[src/design/srt_rtc_map.svh]
`ifndef SRT_RTC_MAP_SVH
`define SRT_RTC_MAP_SVH

// Bus address and register layout
`define SRT_SLAVE_ADDR 7'h68
`define SRT_PTR_W 6
`define SRT_PTR_RESET 6'h00
`define SRT_REG_SEC 3'h0
`define SRT_REG_MIN 3'h1
`define SRT_REG_HOUR 3'h2
`define SRT_REG_DAY 3'h3
`define SRT_REG_DATE 3'h4
`define SRT_REG_MONTH 3'h5
`define SRT_REG_YEAR 3'h6
`define SRT_REG_CTRL 3'h7
`define SRT_CLOCK_REGS 8
`define SRT_RAM_BASE 6'h08
`define SRT_RAM_DEPTH 56

// Field positions
`define SRT_HALT_BIT 7
`define SRT_CEB_BIT 7
`define SRT_CB_BIT 6
`define SRT_OUT_BIT 7
`define SRT_FT_BIT 6

// BCD limits and reset values
`define SRT_BCD_ZERO 8'h00
`define SRT_BCD_ONE 8'h01
`define SRT_BCD_NINE 4'h9
`define SRT_SEC_LAST 8'h59
`define SRT_HOUR_LAST 8'h23
`define SRT_DAY_LAST 8'h07
`define SRT_MONTH_LAST 8'h12
`define SRT_YEAR_LAST 8'h99
`define SRT_CTRL_RESET 8'h80

// Serial bit counting
`define SRT_BIT_LAST 4'h7
`define SRT_BIT_ACK 4'h8
// Loaded at START so the scl fall that follows it wraps to bit zero
`define SRT_BIT_START 4'hF

// Crystal divider
`define SRT_XTAL_HZ 32768
`define SRT_XTAL_W 15
`define SRT_FT_DIV_BIT 5

`endif

[src/design/srt_pkg.sv]
package srt_pkg;
  `include "srt_rtc_map.svh"

  typedef enum logic [2:0] {
    SRT_IDLE = 3'b000,
    SRT_ADDR = 3'b001,
    SRT_PTR = 3'b010,
    SRT_WR = 3'b011,
    SRT_RD = 3'b100
  } srt_state_t;

  // Next BCD value, wrapping from last back to first
  function automatic logic [7:0] srt_bcd_next(input logic [7:0] v, input logic [7:0] last,
                                               input logic [7:0] first);
    if (v >= last)
      return first;
    else if (v[3:0] >= `SRT_BCD_NINE)
      return {v[7:4] + 4'h1, 4'h0};
    else
      return {v[7:4], v[3:0] + 4'h1};
  endfunction

  // Year 00 counts as leap: the century rolls over through it
  function automatic logic srt_is_leap(input logic [7:0] y);
    if (y[4])
      return (y[3:0] == 4'h2) || (y[3:0] == 4'h6);
    else
      return (y[3:0] == 4'h0) || (y[3:0] == 4'h4) || (y[3:0] == 4'h8);
  endfunction

  function automatic logic [7:0] srt_month_last(input logic [7:0] m, input logic leap);
    case (m)
      8'h02: return leap ? 8'h29 : 8'h28;
      8'h04, 8'h06, 8'h09, 8'h11: return 8'h30;
      default: return 8'h31;
    endcase
  endfunction

  // Bits that hold data in each clock register; the rest read as zero
  function automatic logic [7:0] srt_field_mask(input logic [2:0] idx);
    case (idx)
      `SRT_REG_MIN: return 8'h7F;
      `SRT_REG_DAY: return 8'h07;
      `SRT_REG_DATE: return 8'h3F;
      `SRT_REG_MONTH: return 8'h1F;
      default: return 8'hFF;
    endcase
  endfunction
endpackage

[src/design/srt_ram_if.sv]
`timescale 1ns/100ps
`default_nettype none
interface srt_ram_if;
  logic we;
  logic [5:0] addr;
  logic [7:0] wdata;
  logic [7:0] rdata;
  modport host (output we, output addr, output wdata, input rdata);
  modport mem (input we, input addr, input wdata, output rdata);
endinterface
`default_nettype wire

[src/design/srt_ram.sv]
`timescale 1ns/100ps
`default_nettype none
`include "srt_rtc_map.svh"
module srt_ram
  import srt_pkg::*;
(
  input wire logic mclk,
  srt_ram_if.mem bus
);
  logic [7:0] mem_r [0:`SRT_RAM_DEPTH-1];
  logic [7:0] rdata_r;

  always_ff @(posedge mclk)
  begin
    if (bus.we && (bus.addr < 6'(`SRT_RAM_DEPTH)))
      mem_r[bus.addr] <= bus.wdata;
  end

  always_ff @(posedge mclk)
  begin
    if (bus.addr < 6'(`SRT_RAM_DEPTH))
      rdata_r <= mem_r[bus.addr];
    else
      rdata_r <= `SRT_BCD_ZERO;
  end

  assign bus.rdata = rdata_r;
endmodule
`default_nettype wire

[src/design/srt_rtc_top.sv]
`timescale 1ns/100ps
`default_nettype none
`include "srt_rtc_map.svh"
// Overview of operation
// - Device is only a bus slave; addressed by START then slave address D0h.
// - Locations run seconds to control, then RAM at locations 8 to 63.
// - Pointer advances by one after every data byte written or read.
// - First seven locations are clock/calendar, values held in BCD.
// - Supply loss aborts any access and clears the address pointer.
// - Below switchover all bus inputs are ignored; accepted again on recovery.
// - Location 0 halt bit plus BCD seconds; location 1 BCD minutes, D7 ignored.
// - Location 2 holds century enable, century flag and BCD hours 00-23.
// - With century enable set, flag inverts every hundred years; else never changes.
// - Locations 3-6 hold weekday, date, month, year in BCD, high bits of 3-5 ignored.
// - Location 7 control: output level, frequency test, calibration sign, magnitude; sign and magnitude are stored but not applied to timekeeping.
// - Timekeeping paced from the 32.768 kHz crystal oscillator.
// - Calendar handles leap years when passing end of February.
// - Data falling while clock high is a START.
// - Data rising while clock high is a STOP, ending the transfer.
// - Data changes only while clock low; one clock pulse per bit.
// - Transfers open with START, close with STOP, no byte limit.
// - Bytes move MSB first, receiver acknowledges on the ninth clock.
// - When receiving, device pulls data low through the acknowledge clock.
// - Master withholds acknowledge on last read byte; device releases data line.
module srt_rtc_top
  import srt_pkg::*;
#(
  parameter int XTAL_TICKS = `SRT_XTAL_HZ
)
(
  input wire logic mclk,
  input wire logic rstn,
  input wire logic scl,
  input wire logic sda_in,
  output logic sda_out,
  output logic sda_oe_n,
  input wire logic vcc_ok,
  input wire logic crystal_input,
  output logic crystal_output,
  output logic test_or_level_pin_out,
  output logic test_or_level_pin_oe_n
);
  srt_ram_if ram_bus ();
  logic scl_m_r, scl_s_r, scl_d_r;
  logic sda_m_r, sda_s_r, sda_d_r;
  logic vok_m_r, vok_s_r;
  logic scl_rise, scl_fall, start_seen, stop_seen;

  srt_state_t state_r;
  logic [3:0] bit_cnt_r;
  logic [7:0] shift_r;
  logic [7:0] tx_r;
  logic sda_oe_n_r;
  logic sda_out_r;
  logic [`SRT_PTR_W-1:0] ptr_r;
  logic wr_pulse_r;
  logic [7:0] wr_data_r;
  logic byte_done, ack_done, rd_load;
  logic [7:0] rd_byte;

  logic [7:0] tk_r [0:`SRT_CLOCK_REGS-1];
  logic tk_we;
  logic sec_tick, test_wave, xtal_level;
  logic [7:0] sec_n, min_n, hour_n, day_n, date_n, month_n, year_n;
  logic c_sec, c_min, c_hour, c_date, c_month, c_year;
  logic [7:0] date_last;
  logic xo_r, pin_out_r, pin_oe_n_r;

  // Pin synchronisers; only second stages and later are looked at
  always_ff @(posedge mclk or negedge rstn)
  begin
    if (!rstn)
    begin
      scl_m_r <= 1'b1;
      scl_s_r <= 1'b1;
      scl_d_r <= 1'b1;
      sda_m_r <= 1'b1;
      sda_s_r <= 1'b1;
      sda_d_r <= 1'b1;
      vok_m_r <= 1'b0;
      vok_s_r <= 1'b0;
    end
    else
    begin
      scl_m_r <= scl;
      scl_s_r <= scl_m_r;
      scl_d_r <= scl_s_r;
      sda_m_r <= sda_in;
      sda_s_r <= sda_m_r;
      sda_d_r <= sda_s_r;
      vok_m_r <= vcc_ok;
      vok_s_r <= vok_m_r;
    end
  end

  assign scl_rise = scl_s_r && !scl_d_r;
  assign scl_fall = !scl_s_r && scl_d_r;
  assign start_seen = scl_s_r && scl_d_r && sda_d_r && !sda_s_r;
  assign stop_seen = scl_s_r && scl_d_r && !sda_d_r && sda_s_r;

  assign byte_done = scl_fall && (bit_cnt_r == `SRT_BIT_LAST);
  assign ack_done = scl_fall && (bit_cnt_r == `SRT_BIT_ACK);
  assign rd_load = ack_done && ((state_r == SRT_RD) || ((state_r == SRT_ADDR) && shift_r[0]));

  // Read source: clock registers below the RAM base, RAM above it
  always_comb
  begin
    if (ptr_r < `SRT_RAM_BASE)
      rd_byte = tk_r[ptr_r[2:0]] & srt_field_mask(ptr_r[2:0]);
    else
      rd_byte = ram_bus.rdata;
  end

  // Serial protocol engine
  always_ff @(posedge mclk or negedge rstn)
  begin
    if (!rstn)
    begin
      state_r <= SRT_IDLE;
      bit_cnt_r <= 4'h0;
      shift_r <= 8'h00;
      tx_r <= 8'h00;
      sda_oe_n_r <= 1'b1;
    end
    else if (!vok_s_r)
    begin
      // Low supply: drop the access and listen to nothing
      state_r <= SRT_IDLE;
      bit_cnt_r <= 4'h0;
      sda_oe_n_r <= 1'b1;
    end
    else if (start_seen)
    begin
      state_r <= SRT_ADDR;
      bit_cnt_r <= `SRT_BIT_START;
      sda_oe_n_r <= 1'b1;
    end
    else if (stop_seen)
    begin
      state_r <= SRT_IDLE;
      bit_cnt_r <= 4'h0;
      sda_oe_n_r <= 1'b1;
    end
    else if (state_r != SRT_IDLE)
    begin
      if (scl_rise && (bit_cnt_r != `SRT_BIT_ACK))
        shift_r <= {shift_r[6:0], sda_s_r};
      if (scl_rise && (bit_cnt_r == `SRT_BIT_ACK) && (state_r == SRT_RD) && sda_s_r)
        state_r <= SRT_IDLE;
      if (scl_fall)
      begin
        if (bit_cnt_r == `SRT_BIT_LAST)
        begin
          bit_cnt_r <= `SRT_BIT_ACK;
          unique case (state_r)
            SRT_ADDR:
            begin
              if (shift_r[7:1] == `SRT_SLAVE_ADDR)
                sda_oe_n_r <= 1'b0;
              else
                state_r <= SRT_IDLE;
            end
            SRT_PTR, SRT_WR: sda_oe_n_r <= 1'b0;
            SRT_RD: sda_oe_n_r <= 1'b1;
            default: state_r <= SRT_IDLE;
          endcase
        end
        else if (bit_cnt_r == `SRT_BIT_ACK)
        begin
          bit_cnt_r <= 4'h0;
          sda_oe_n_r <= 1'b1;
          if (rd_load)
          begin
            tx_r <= rd_byte;
            sda_oe_n_r <= rd_byte[7];
          end
          if (state_r == SRT_ADDR)
            state_r <= shift_r[0] ? SRT_RD : SRT_PTR;
          else if (state_r == SRT_PTR)
            state_r <= SRT_WR;
        end
        else
        begin
          bit_cnt_r <= bit_cnt_r + 4'h1;
          if (state_r == SRT_RD)
          begin
            tx_r <= {tx_r[6:0], 1'b0};
            sda_oe_n_r <= tx_r[6];
          end
        end
      end
    end
  end

  // Address pointer and write strobe
  always_ff @(posedge mclk or negedge rstn)
  begin
    if (!rstn)
    begin
      ptr_r <= `SRT_PTR_RESET;
      wr_pulse_r <= 1'b0;
      wr_data_r <= 8'h00;
    end
    else if (!vok_s_r)
    begin
      ptr_r <= `SRT_PTR_RESET;
      wr_pulse_r <= 1'b0;
    end
    else
    begin
      wr_pulse_r <= byte_done && (state_r == SRT_WR) && !start_seen && !stop_seen;
      if (byte_done)
        wr_data_r <= shift_r;
      if (byte_done && (state_r == SRT_PTR))
        ptr_r <= shift_r[`SRT_PTR_W-1:0];
      else if (wr_pulse_r || rd_load)
        ptr_r <= ptr_r + 1'b1;
    end
  end

  assign tk_we = wr_pulse_r && (ptr_r < `SRT_RAM_BASE);
  assign ram_bus.we = wr_pulse_r && (ptr_r >= `SRT_RAM_BASE);
  assign ram_bus.addr = ptr_r - `SRT_RAM_BASE;
  assign ram_bus.wdata = wr_data_r;

  srt_ram u_ram (
    .mclk(mclk),
    .bus(ram_bus)
  );

  // Writing the seconds restarts the second so a set time is exact
  srt_xtal_div #(
    .XTAL_TICKS(XTAL_TICKS)
  ) u_div (
    .mclk(mclk),
    .rstn(rstn),
    .xtal(crystal_input),
    .clr(tk_we && (ptr_r[2:0] == `SRT_REG_SEC)),
    .sec_tick(sec_tick),
    .test_wave(test_wave),
    .xtal_level(xtal_level)
  );

  // BCD carry chain
  always_comb
  begin
    sec_n = srt_bcd_next({1'b0, tk_r[0][6:0]}, `SRT_SEC_LAST, `SRT_BCD_ZERO);
    c_sec = {1'b0, tk_r[0][6:0]} >= `SRT_SEC_LAST;
    min_n = srt_bcd_next({1'b0, tk_r[1][6:0]}, `SRT_SEC_LAST, `SRT_BCD_ZERO);
    c_min = {1'b0, tk_r[1][6:0]} >= `SRT_SEC_LAST;
    hour_n = srt_bcd_next({2'b00, tk_r[2][5:0]}, `SRT_HOUR_LAST, `SRT_BCD_ZERO);
    c_hour = {2'b00, tk_r[2][5:0]} >= `SRT_HOUR_LAST;
    day_n = srt_bcd_next({5'h00, tk_r[3][2:0]}, `SRT_DAY_LAST, `SRT_BCD_ONE);
    date_last = srt_month_last({3'h0, tk_r[5][4:0]}, srt_is_leap(tk_r[6]));
    date_n = srt_bcd_next({2'b00, tk_r[4][5:0]}, date_last, `SRT_BCD_ONE);
    c_date = {2'b00, tk_r[4][5:0]} >= date_last;
    month_n = srt_bcd_next({3'h0, tk_r[5][4:0]}, `SRT_MONTH_LAST, `SRT_BCD_ONE);
    c_month = {3'h0, tk_r[5][4:0]} >= `SRT_MONTH_LAST;
    year_n = srt_bcd_next(tk_r[6], `SRT_YEAR_LAST, `SRT_BCD_ZERO);
    c_year = tk_r[6] >= `SRT_YEAR_LAST;
  end

  // Clock/calendar registers
  always_ff @(posedge mclk or negedge rstn)
  begin
    if (!rstn)
    begin
      tk_r[0] <= `SRT_BCD_ZERO;
      tk_r[1] <= `SRT_BCD_ZERO;
      tk_r[2] <= `SRT_BCD_ZERO;
      tk_r[3] <= `SRT_BCD_ONE;
      tk_r[4] <= `SRT_BCD_ONE;
      tk_r[5] <= `SRT_BCD_ONE;
      tk_r[6] <= `SRT_BCD_ZERO;
      tk_r[7] <= `SRT_CTRL_RESET;
    end
    else if (tk_we)
      tk_r[ptr_r[2:0]] <= wr_data_r & srt_field_mask(ptr_r[2:0]);
    else if (sec_tick && !tk_r[0][`SRT_HALT_BIT])
    begin
      tk_r[0][6:0] <= sec_n[6:0];
      if (c_sec)
      begin
        tk_r[1][6:0] <= min_n[6:0];
        if (c_min)
        begin
          tk_r[2][5:0] <= hour_n[5:0];
          if (c_hour)
          begin
            tk_r[3][2:0] <= day_n[2:0];
            tk_r[4][5:0] <= date_n[5:0];
            if (c_date)
            begin
              tk_r[5][4:0] <= month_n[4:0];
              if (c_month)
              begin
                tk_r[6] <= year_n;
                if (c_year && tk_r[2][`SRT_CEB_BIT])
                  tk_r[2][`SRT_CB_BIT] <= !tk_r[2][`SRT_CB_BIT];
              end
            end
          end
        end
      end
    end
  end

  // Open-drain sda and level pins: enable low pulls the line low, high releases it; crystal output driven inverted
  always_ff @(posedge mclk or negedge rstn)
  begin
    if (!rstn)
    begin
      sda_out_r <= 1'b0;
      xo_r <= 1'b1;
      pin_out_r <= 1'b0;
      pin_oe_n_r <= 1'b1;
    end
    else
    begin
      sda_out_r <= 1'b0;
      xo_r <= !xtal_level;
      pin_out_r <= 1'b0;
      if (tk_r[7][`SRT_FT_BIT])
        pin_oe_n_r <= test_wave;
      else
        pin_oe_n_r <= tk_r[7][`SRT_OUT_BIT];
    end
  end

  assign sda_out = sda_out_r;
  assign sda_oe_n = sda_oe_n_r;
  assign crystal_output = xo_r;
  assign test_or_level_pin_out = pin_out_r;
  assign test_or_level_pin_oe_n = pin_oe_n_r;
endmodule
`default_nettype wire

[src/design/srt_xtal_div.sv]
`timescale 1ns/100ps
`default_nettype none
`include "srt_rtc_map.svh"
module srt_xtal_div
  import srt_pkg::*;
#(
  parameter int XTAL_TICKS = `SRT_XTAL_HZ
)
(
  input wire logic mclk,
  input wire logic rstn,
  input wire logic xtal,
  input wire logic clr,
  output logic sec_tick,
  output logic test_wave,
  output logic xtal_level
);
  logic xtal_m_r, xtal_s_r, xtal_d_r;
  logic [`SRT_XTAL_W-1:0] cnt_r;
  logic tick_r;

  always_ff @(posedge mclk or negedge rstn)
  begin
    if (!rstn)
    begin
      xtal_m_r <= 1'b0;
      xtal_s_r <= 1'b0;
      xtal_d_r <= 1'b0;
    end
    else
    begin
      xtal_m_r <= xtal;
      xtal_s_r <= xtal_m_r;
      xtal_d_r <= xtal_s_r;
    end
  end

  // Divide crystal edges down to one pulse a second
  always_ff @(posedge mclk or negedge rstn)
  begin
    if (!rstn)
    begin
      cnt_r <= '0;
      tick_r <= 1'b0;
    end
    else
    begin
      tick_r <= 1'b0;
      if (clr)
        cnt_r <= '0;
      else if (xtal_s_r && !xtal_d_r)
      begin
        if (cnt_r == `SRT_XTAL_W'(XTAL_TICKS - 1))
        begin
          cnt_r <= '0;
          tick_r <= 1'b1;
        end
        else
          cnt_r <= cnt_r + 1'b1;
      end
    end
  end

  assign sec_tick = tick_r;
  assign test_wave = cnt_r[`SRT_FT_DIV_BIT];
  assign xtal_level = xtal_s_r;
endmodule
`default_nettype wire

[config.mk]
export PLATFORM = sky130hd
export DESIGN_NAME = srt_rtc_top
export DESIGN_NICKNAME = d
export VERILOG_FILES = /design/src/design/srt_pkg.sv /design/src/design/srt_ram_if.sv /design/src/design/srt_ram.sv /design/src/design/srt_rtc_top.sv /design/src/design/srt_xtal_div.sv
export VERILOG_INCLUDE_DIRS = /design/src /design/src/design
export SDC_FILE = /design/constraint.sdc
export NUM_CORES = 1
export LEC_CHECK = 0
export ABC_AREA = 0
export BUFFER_PORTS_ARGS = -buffer_cell sky130_fd_sc_hd__buf_2
export CELL_PAD_IN_SITES_DETAIL_PLACEMENT = 1
export CELL_PAD_IN_SITES_GLOBAL_PLACEMENT = 1
export CORE_UTILIZATION = 30
export DETAILED_ROUTE_END_ITERATION = 8
export PLACE_DENSITY_LB_ADDON = 0.1
export SLEW_MARGIN = 0
export SYNTH_ARGS = -nofsm -noshare
export SYNTH_HDL_FRONTEND = slang
export SYNTH_SLANG_ARGS = --single-unit
[constraint.sdc]
create_clock -name mclk -period 7.7 [get_ports mclk]
set_input_delay 1.155 -clock mclk [delete_from_list [all_inputs] [get_ports mclk]]
set_output_delay 1.155 -clock mclk [all_outputs]
set_load 0.01 [all_outputs]
==> results.json, run 1 <==
{
  "cp.arrival_ns": 4.39,
  "finalHoldViolCount": 0,
  "dieArea_sq_um": 85400,
  "ioPinCount": 11,
  "synth_area_sq_um": 25300,
  "synth.cells.most_frequent": "448 x edfxtp_1, 145 x nor2_1, 113 x dfrtp_1",
  "rows": 106,
  "grt_max_degree": 66,
  "num_antenna_cells": 0,
  "critPathLaunchType": "flip-flop",
  "rsz0062_at_grt": "no",
  "yosysTopAreaCell": "edfxtp_1",
  "finalNonFillerCells": 2964,
  "die_y_um": 292,
  "coreArea_sq_um": 83600,
  "syn2layout_area_growth_pct": 13.9,
  "worst_slack_ns": 3.55,
  "crit_required_ns": 7.94,
  "finalSetupViolCount": 0,
  "die_w_um": 292,
  "finalWirelength_um": 88000,
  "vdd_drop_max_mv": 0.169,
  "cts-root-buf": "clkbuf_16",
  "worstSkewPairLatency_ns": 0.61,
  "postCtsSetupBuffers": 0,
  "port_buffers": 8,
  "grt_antenna_before_repair": 0,
  "place_hpwl_um": 55300,
  "synth_edf_count": 448,
  "gp_congestion": 0.802,
  "setup_tns_ns": 0,
  "initial_core_util_pct": 30.3,
  "drc": 0,
  "max_freq_mhz": 241,
  "async_reset_ff_share_pct": 21.6,
  "wl_per_cell_um": 29.7,
  "power_density_nw_per_um2": 232,
  "maxSlewViolCount": 0,
  "final_antenna_net_count": 0,
  "via_count": 16400,
  "crit_type": "reg2reg",
  "fin_worst_skew_ns": 0.0288,
  "drtIter0Drc": 1295,
  "synth_area_leaders": "edfxtp_1 53%, dfrtp_1 11%, mux2_2 3.4%",
  "period_share_pct": 53.9,
  "first_global_vias": 17200,
  "post-place-ws_ns": 3.60,
  "numCtsBuffers": 69,
  "worst_pin_slew_ns": 1.07,
  "yosysSeqAreaShare_pct": 66.4,
  "ctsLongestPathBuffers": 3,
  "yosysWarnings": 0,
  "htree_levels": 3,
  "syn_area_per_cell_sq_um": 14.0,
  "outcome": "finished clean",
  "syn_inst": 1810,
  "yosysMostFrequentCell": "edfxtp_1",
  "cts_tree": "done",
  "leakage_nw": 9.72,
  "cap_violations": 0,
  "postCtsResizedCells": 0,
  "cts.clk_slew.worst_paths_ns": 0.06,
  "drtPass1Iterations": 5,
  "layout.nets": 1879,
  "synth_top_area_share_pct": 53.2,
  "avgViaCountPerCell": 5.53,
  "grt_pass1_wl_um": 129000,
  "post-place-cells": 2839,
  "drive_above_1_share_pct": 16.3,
  "synth_ff_type": "edfxtp_1",
  "gr-total-overflow": 0,
  "num-fill-cells": 8666,
  "endpoint_kind": "flip-flop",
  "relSlewSlack_pct": 28.4,
  "period_minus_slack_ns": 4.15,
  "synth_cell_types": 93,
  "clkSinkCount": 582,
  "min_path_type": "reg2reg",
  "worstPathMaxFanout": 41,
  "hold_buffers": 0,
  "grt_use_total_pct": 20.7,
  "synth-seq-cells": 582
}
[sequential cells by signal, summed over array words and instances, names as in the netlist, 3 cells and up]
register / cells
bit_cnt_r: 4
tk_r: 59
tx_r: 7
u_ram.mem_r: 448
ptr_r: 6
state_r: 3
ram_bus.wdata: 8
u_ram.bus.rdata: 8
u_div.cnt_r: 15
shift_r: 8
[kinds of logic after synthesis]
| group | count (synthesis) | synth area share, % |
|---|---|---|
| flops | 582 | 66.4 |
| compound gates | 448 | 12.5 |
| simple gates | 423 | 8.16 |
| mux | 151 | 7.74 |
| buf+inv | 143 | 2.41 |
| fa+ha+maj | 43 | 2.13 |
| xor+xnor | 19 | 0.658 |
| other cells | 1 | 0.0148 |
[per-layer routing]
metal  track usage (%)  vias up  routed length [um]
li1                  -     7120                   -
met1              28.9     8751               40500
met2              34.0      416               42100
met3              2.85      104                3480
met4              5.38        0                1940
met5                 0        -                   0
[metrics by stage]
step / hold slack (ns) / power (W) / cell area, sq um / utilization [%]
after CTS: 0.357 / 0.00678 / 28800 / 34.5
final: 0.357 / 0.00668 / 28800 / 34.5
after global placement: 0.343 / 0.00352 / 26600 / 31.8
after global routing: 0.366 / 0.00689 / 28800 / 34.5
after floorplan: 0.331 / 0.00349 / 25300 / -
after detailed placement: 0.338 / 0.00352 / 26600 / 31.8
[critical path, stage by stage (launching register included)]
cell     delay (ns)
dfrtp_4        0.86
nand2_1        0.39
nor2_1         0.82
nand2_1        0.75
nor2_1         0.87
[cell type report]
type | count | area (sq um) | share of cell area, %
Sequential cell | 582 | 16800 | 58.4
Multi-Input combinational cell | 1086 | 7910 | 27.5
Clock buffer | 87 | 1850 | 6.44
Tap cell | 1080 | 1350 | 4.69
Clock inverter | 38 | 354 | 1.23
Timing Repair Buffer | 47 | 339 | 1.18
Inverter | 44 | 165 | 0.574
[cells in the final DEF (no fill, tap or decap), types with 12 or more instances in the layout]
cell and count:
a21oi_1 79, a221o_1 16, a221oi_1 66, a22oi_1 34, a31oi_1 15, and3_1 15
buf_4 39, clkbuf_1 12, clkbuf_16 69, clkinv_1 16, dfrtp_1 102, dfstp_2 13
edfxtp_1 448, ha_1 43, inv_1 41, mux2_2 76, mux2i_1 47, mux4_2 28
nand2_1 112, nand3_1 37, nor2_1 142, nor3_1 20, o21ai_0 96, o221ai_1 14
o22ai_1 19
[report_power, final]
group	switching [W]	internal [W]
logic	0.0000445	0.0000236
clock network	0.00137	0.00186
registers	0.0000225	0.00337
[path summary, 6_finish.rpt]
| path | from | end | slack [ns] | cells after the start |
|---|---|---|---|---|
| worst max register to register | ptr_r[0] | u_ram.mem_r[23][4] | 3.55 | 4 |
| min in group asynchronous | rstn | tk_r[10] | 0.50 | 1 |
| worst max-delay path | ptr_r[0] | u_ram.mem_r[23][4] | 3.55 | 4 |
| worst min register to register | sda_m_r | sda_s_r | 0.36 | 0 |
| worst min-delay path | sda_m_r | sda_s_r | 0.36 | 0 |
| max in group asynchronous | rstn | ram_bus.wdata[6] | 6.14 | 2 |
Note: power is estimated with default switching activity, not from simulation.
==> run 2: changes to the inputs <==
==> constraint.sdc (replaced) <==
create_clock -name mclk -period 3.89 [get_ports mclk]
set_input_delay 0.5835 -clock mclk [delete_from_list [all_inputs] [get_ports mclk]]
set_output_delay 0.5835 -clock mclk [all_outputs]
set_load 0.01 [all_outputs]
==> run 2 against run 1 <==
Compared with the run above:
- first-iteration DRC count shrank 17%
- critical path depth grew 9
- clock skew is 0.0066 ns higher
- critical endpoint is now tk_r[26]
- hold slack worse by 0.35 ns
- combinational power grew 98%
- non-clock buffer count rose by 96
- global-route usage decreased by 0.12 points
- die area stayed put
==> results.json, run 2 (synthesized netlist as in run 1, its figures left out) <==
{
  "htree_levels": 3,
  "first_global_vias": 17500,
  "postCtsSetupBuffers": 0,
  "place_hpwl_um": 56700,
  "crit_type": "reg2reg",
  "period_share_pct": 87.7,
  "syn2layout_area_growth_pct": 17.1,
  "drive_above_1_share_pct": 20.2,
  "cp_common_cell": "o21ai_0",
  "min_path_type": "in2async",
  "cts_tree": "done",
  "crit_family": "compound AO/OA/AOI/OAI gates",
  "final_cell_mix": "448 x edfxtp_1, 142 x nor2_1, 131 x buf_4",
  "power_density_nw_per_um2": 452,
  "drtIter0Drc": 1077,
  "regArea_sq_um": 16800,
  "worstPathMaxFanout": 8,
  "regMostFlops": "u_ram.mem_r",
  "via_count": 16600,
  "endpoint_kind": "flip-flop",
  "path_cells": "inv_1 > ha_1 > nand3b_1 > o21ai_0 > a2111oi_0 > a31oi_1 > ha_1 > nor4b_1 > o21ai_0 > a21o_1 > or2_2 > o21ai_0 > a22o_1",
  "hold_buffers": 0,
  "finalHoldViolCount": 0,
  "max_freq_mhz": 293,
  "cts-root-buf": "clkbuf_16",
  "endpoint": "tk_r[26]",
  "worst_pin_slew_ns": 0.933,
  "finalSetupViolCount": 0,
  "die_w_um": 292,
  "leakage_nw": 10.2,
  "critPathLaunchType": "flip-flop",
  "slowest_delay_ns": 0.46,
  "slowest_stage": "a2111oi_0",
  "layout.nets": 1975,
  "worstSkewPairLatency_ns": 0.63,
  "maxSlewViolCount": 0,
  "numCtsBuffers": 69,
  "dieArea_sq_um": 85400,
  "post-place-cells": 2935,
  "post-route-util_pct": 35.4,
  "num-fill-cells": 8697,
  "worst-path-stages": 13,
  "drc": 0,
  "clkSinkCount": 582,
  "grt_max_degree": 77,
  "r2r-end": "tk_r[26]",
  "largest_reg_flops": 448,
  "initial_core_util_pct": 30.3,
  "multi_input_area_sq_um": 7920,
  "gr-total-overflow": 0,
  "gp_congestion": 0.824,
  "postCtsResizedCells": 0,
  "cap_violations": 0,
  "grt_antenna_before_repair": 0,
  "finalWirelength_um": 87800,
  "setup_tns_ns": 0,
  "vdd_drop_max_mv": 0.298,
  "period_minus_slack_ns": 3.41,
  "num_antenna_cells": 0,
  "worstPathBufferInverterCount": 1,
  "crit_required_ns": 4.43,
  "die_y_um": 292,
  "final_common_cell": "edfxtp_1",
  "finalNonFillerCells": 3060,
  "cts.clk_slew.worst_paths_ns": 0.06,
  "largestRegisters": "u_ram.mem_r: 448 flops, tk_r: 59 flops, u_div.cnt_r: 15 flops",
  "finalPower_w": 0.0134,
  "grt_pass1_wl_um": 128000,
  "r2r.worst_path.cells": 13,
  "port_buffers": 8,
  "relSlewSlack_pct": 37.5,
  "r2r_start": "tk_r[8]",
  "coreArea_sq_um": 83600,
  "rsz0062_at_grt": "no",
  "r2r_slack_ns": 0.48,
  "cp.arrival_ns": 3.95,
  "outcome": "finished clean",
  "grt_use_total_pct": 20.6,
  "wl_per_cell_um": 28.7,
  "drtPass1Iterations": 5,
  "rows": 106,
  "ioPinCount": 11,
  "cp-startpoint": "tk_r[8]",
  "avgViaCountPerCell": 5.42,
  "fin_worst_skew_ns": 0.0354,
  "final_antenna_net_count": 0,
  "ctsLongestPathBuffers": 3
}
## run 2: final cells by class
class / count / share of cell area, %
clock buffers: 90 / 6.34
clock inverters: 35 / 1.28
inverters: 44 / 0.558
multi-input cells: 1086 / 26.7
flip-flops and latches: 582 / 56.8
well taps: 1080 / 4.56
repair buffers: 143 / 3.75
## run 2: power breakdown
| group | internal, W | switching [W] |
|---|---|---|
| logic | 0.0000477 | 0.0000878 |
| clock network | 0.00382 | 0.00270 |
| registers | 0.00666 | 0.0000431 |
| total | 0.0105 | 0.00283 |
## run 2: per-stage QoR
step / instance area, sq um / worst slack [ns] / hold slack, ns
6_report: 29600 / 0.478 / 0.00768
5_1_grt: 29600 / 0.107 / 0.0240
4_1_cts: 29600 / 0.461 / 0.0142
3_5_place_dp: 27300 / 0.522 / 0.349
3_3_place_gp: 27300 / 0.631 / 0.339
2_1_floorplan: 25300 / 0.873 / 0.288
## run 2: worst min path at each step
stage                  from           end  slack (ns)  cells past startpoint
floorplan              rstn  bit_cnt_r[0]        0.29                      0
global placement    vok_m_r       vok_s_r        0.34                      0
detailed placement  sda_m_r       sda_s_r        0.35                      0
CTS                     scl       scl_m_r        0.01                      1
global route            scl       scl_m_r        0.02                      1
finish                 rstn      tk_r[25]       0.008                      1
## run 2: metal layers
layer	share of wire (%)	global-route usage (%)	wire [um]
met3	3.4	2.84	3000
met1	46	28.3	40700
met2	48	34.5	42500
met4	1.8	4.64	1590
met5	0	0	0
## run 2: worst reg2reg max path, delay by kind of cell (launching register included)
kind            cells  cell delay [ns]
simple gates        3             0.74
fa+ha+maj           2             0.50
flops               1             0.42
buf+inv             1             0.13
compound gates      7             1.55
==> run 3: changes to the inputs <==
--- a/config.mk
+++ b/config.mk
@@ -6,11 +6,12 @@
 export SDC_FILE = /design/constraint.sdc
 export NUM_CORES = 1
 export LEC_CHECK = 0
-export ABC_AREA = 0
+export ABC_AREA = 1
 export BUFFER_PORTS_ARGS = -buffer_cell sky130_fd_sc_hd__buf_2
 export CELL_PAD_IN_SITES_DETAIL_PLACEMENT = 1
 export CELL_PAD_IN_SITES_GLOBAL_PLACEMENT = 1
 export CORE_UTILIZATION = 30
+export CTS_BUF_LIST = sky130_fd_sc_hd__clkbuf_4 sky130_fd_sc_hd__clkbuf_8 sky130_fd_sc_hd__clkbuf_16
 export DETAILED_ROUTE_END_ITERATION = 8
 export PLACE_DENSITY_LB_ADDON = 0.1
 export SLEW_MARGIN = 0
==> run 3 against run 2 <==
Compared with the run above:
- largest power group unchanged
- critical endpoint is now u_ram.mem_r[33][0]
- clock-buffer cell count grew 7
- cell count grew 35%
- design area grew 4.0%
- sequential power grew 0.7%
- hold slack gained 0.011 ns
- critical path type unchanged
==> results.json, run 3 <==
{
  "outcome": "finished clean",
  "grt.met1_usage_pct": 26.6,
  "grt_use_total_pct": 20.1,
  "syn2layout_area_growth_pct": 13.9,
  "regMostFlops": "u_ram.mem_r",
  "finalHoldViolCount": 0,
  "gp_congestion": 0.825,
  "synth.cells.most_frequent": "1017 x nand2_1, 448 x edfxtp_1, 297 x nor2_1",
  "leakage_nw": 12.9,
  "postCtsResizedCells": 0,
  "via_count": 19700,
  "muxShareOfSynthArea_pct": 0,
  "synth_top_area_share_pct": 49.8,
  "drtIter0Drc": 1203,
  "finalSetupViolCount": 0,
  "rows": 109,
  "vdd_drop_max_mv": 0.342,
  "ioPinCount": 11,
  "largest_reg_flops": 448,
  "max_freq_mhz": 276,
  "cts_tree": "done",
  "place_hpwl_um": 58400,
  "period_share_pct": 93.0,
  "critPathLaunchType": "flip-flop",
  "period_minus_slack_ns": 3.62,
  "final_cell_mix": "1016 x nand2_1, 448 x edfxtp_1, 297 x nor2_1",
  "multi_input_area_sq_um": 8660,
  "gr-total-overflow": 0,
  "die_y_um": 302,
  "grt_antenna_before_repair": 1,
  "grt_max_degree": 169,
  "synth_area_sq_um": 27000,
  "synth_edf_count": 448,
  "synth-seq-cells": 583,
  "grt_pass1_wl_um": 135000,
  "synth-compound-area-share_pct": 5.17,
  "power_density_nw_per_um2": 475,
  "wl_per_cell_um": 21.7,
  "synth_cell_types": 46,
  "drtPass1Iterations": 7,
  "synth_ff_type": "edfxtp_1",
  "cts-root-buf": "clkbuf_16",
  "async_reset_ff_share_pct": 21.8,
  "port_buffers": 8,
  "crit_required_ns": 4.13,
  "postCtsSetupBuffers": 0,
  "avgViaCountPerCell": 4.77,
  "synth_top_family_by_area": "simple AND/OR/NAND/NOR gates",
  "post-place-ws_ns": 0.276,
  "syn_area_per_cell_sq_um": 9.34,
  "yosysSeqAreaShare_pct": 62.2,
  "largestRegisters": "u_ram.mem_r: 448 flops, tk_r: 60 flops, u_div.cnt_r: 15 flops",
  "cts.clk_slew.worst_paths_ns": 0.06,
  "num-fill-cells": 10100,
  "met3_usage_pct": 2.78,
  "synth_xor_area_share_pct": 0.680,
  "layout.nets": 2972,
  "hold_buffers": 0,
  "cp.arrival_ns": 3.86,
  "syn_inst": 2895,
  "finalPower_w": 0.0146,
  "crit_type": "reg2reg",
  "fin_worst_skew_ns": 0.0215,
  "synth_area_leaders": "edfxtp_1 50%, nand2_1 14%, dfrtp_1 11%",
  "worstSkewPairLatency_ns": 0.63,
  "coreArea_sq_um": 88800,
  "min_path_type": "in2async",
  "dieArea_sq_um": 91300,
  "grt.met2_usage_pct": 33.5,
  "worst_slack_ns": 0.273,
  "htree_levels": 3,
  "r2r_slack_ns": 0.27,
  "numCtsBuffers": 71,
  "drive_above_1_share_pct": 8.72,
  "maxSlewViolCount": 0,
  "cap_violations": 0,
  "synth-simple-area-share_pct": 24.2,
  "endpoint_kind": "flip-flop",
  "die_w_um": 302,
  "final_antenna_net_count": 0,
  "finalWirelength_um": 89800,
  "yosysMostFrequentCell": "nand2_1",
  "initial_core_util_pct": 30.5,
  "setup_tns_ns": 0,
  "worstPathMaxFanout": 8,
  "first_global_vias": 21200,
  "ctsLongestPathBuffers": 3,
  "yosysTopAreaCell": "edfxtp_1",
  "worst_pin_slew_ns": 1.13,
  "clkSinkCount": 583,
  "busiest_layer": "met2",
  "synthAdderAreaFrac_pct": 1.99,
  "yosysWarnings": 0,
  "rsz0062_at_grt": "no",
  "regArea_sq_um": 16800,
  "drc": 0,
  "relSlewSlack_pct": 23.7,
  "final_common_cell": "nand2_1"
}
==> run 3: cell types whose count changed in the layout (fill, tap and decap cells not counted), moves of 66 or more <==
cell      change
nand3_1     +124
mux2_2       -76
inv_1       +250
buf_4        -89
nand2_1     +904
a221oi_1     -66
nor2_1      +155
==> run 3: metrics by stage <==
stage / util, % / std cells / cell area, sq um / hold WS [ns]
floorplan: - / 2896 / 27000 / 0.288
global placement: 32.1 / 4015 / 28500 / 0.341
detailed placement: 32.1 / 4015 / 28500 / 0.338
CTS: 34.7 / 4134 / 30800 / 0.0225
global route: 34.7 / 4134 / 30800 / 0.0347
finish: 34.7 / 4135 / 30800 / 0.0190
==> run 3: layout make-up <==
class                           instances  share of cell area (%)
Clock buffer                           97                    6.66
Sequential cell                       583                    54.6
Antenna cell                            1                 0.00813
Clock inverter                         22                   0.699
Timing Repair Buffer                   54                    1.43
Tap cell                             1165                    4.73
Multi-Input combinational cell       1913                    28.1
Inverter                              300                    3.67
==> run 3: final timing paths <==
kind	from	end	cells past startpoint
min reg2reg	vok_m_r	vok_s_r	0
min	rstn	tk_r[12]	1
min in group mclk	sda_in	sda_m_r	1
max	ptr_r[4]	u_ram.mem_r[33][0]	10
max in group asynchronous	rstn	tk_r[7]	2
max reg2reg	ptr_r[4]	u_ram.mem_r[33][0]	10
==> run 3: worst max-delay path, stage by stage (launching register included) <==
cell      delay, ns
dfrtp_1        0.35
inv_1          0.12
ha_1           0.22
or2_2          0.29
nand2_1        0.12
nor2_1         0.08
inv_1          0.09
nor2_1         0.08
a211oi_4       0.41
nand2_1        0.61
nor2_1         0.86
==> run 3: cell families after synthesis <==
| logic type | after synthesis |
|---|---|
| buf+inv | 400 |
| compound gates | 249 |
| fa+ha+maj | 43 |
| xor+xnor | 21 |
| flops | 583 |
| simple gates | 1598 |
| other cells | 1 |
==> run 3: power by group <==
part / internal (W) / total, W / switching (W) / leakage, nW
Clock: 0.00383 / 0.00650 / 0.00267 / 1.13
Sequential: 0.00670 / 0.00676 / 0.0000571 / 5.91
Combinational: 0.000360 / 0.00135 / 0.000990 / 5.89
Total: 0.0109 / 0.0146 / 0.00372 / 12.9
==> run 3: layer usage <==
metal  wire length (um)  share of wire (%)
met3               2940                3.3
met2              42800                 48
met4               2950                3.3
met5                  0                  0
met1              41100                 46
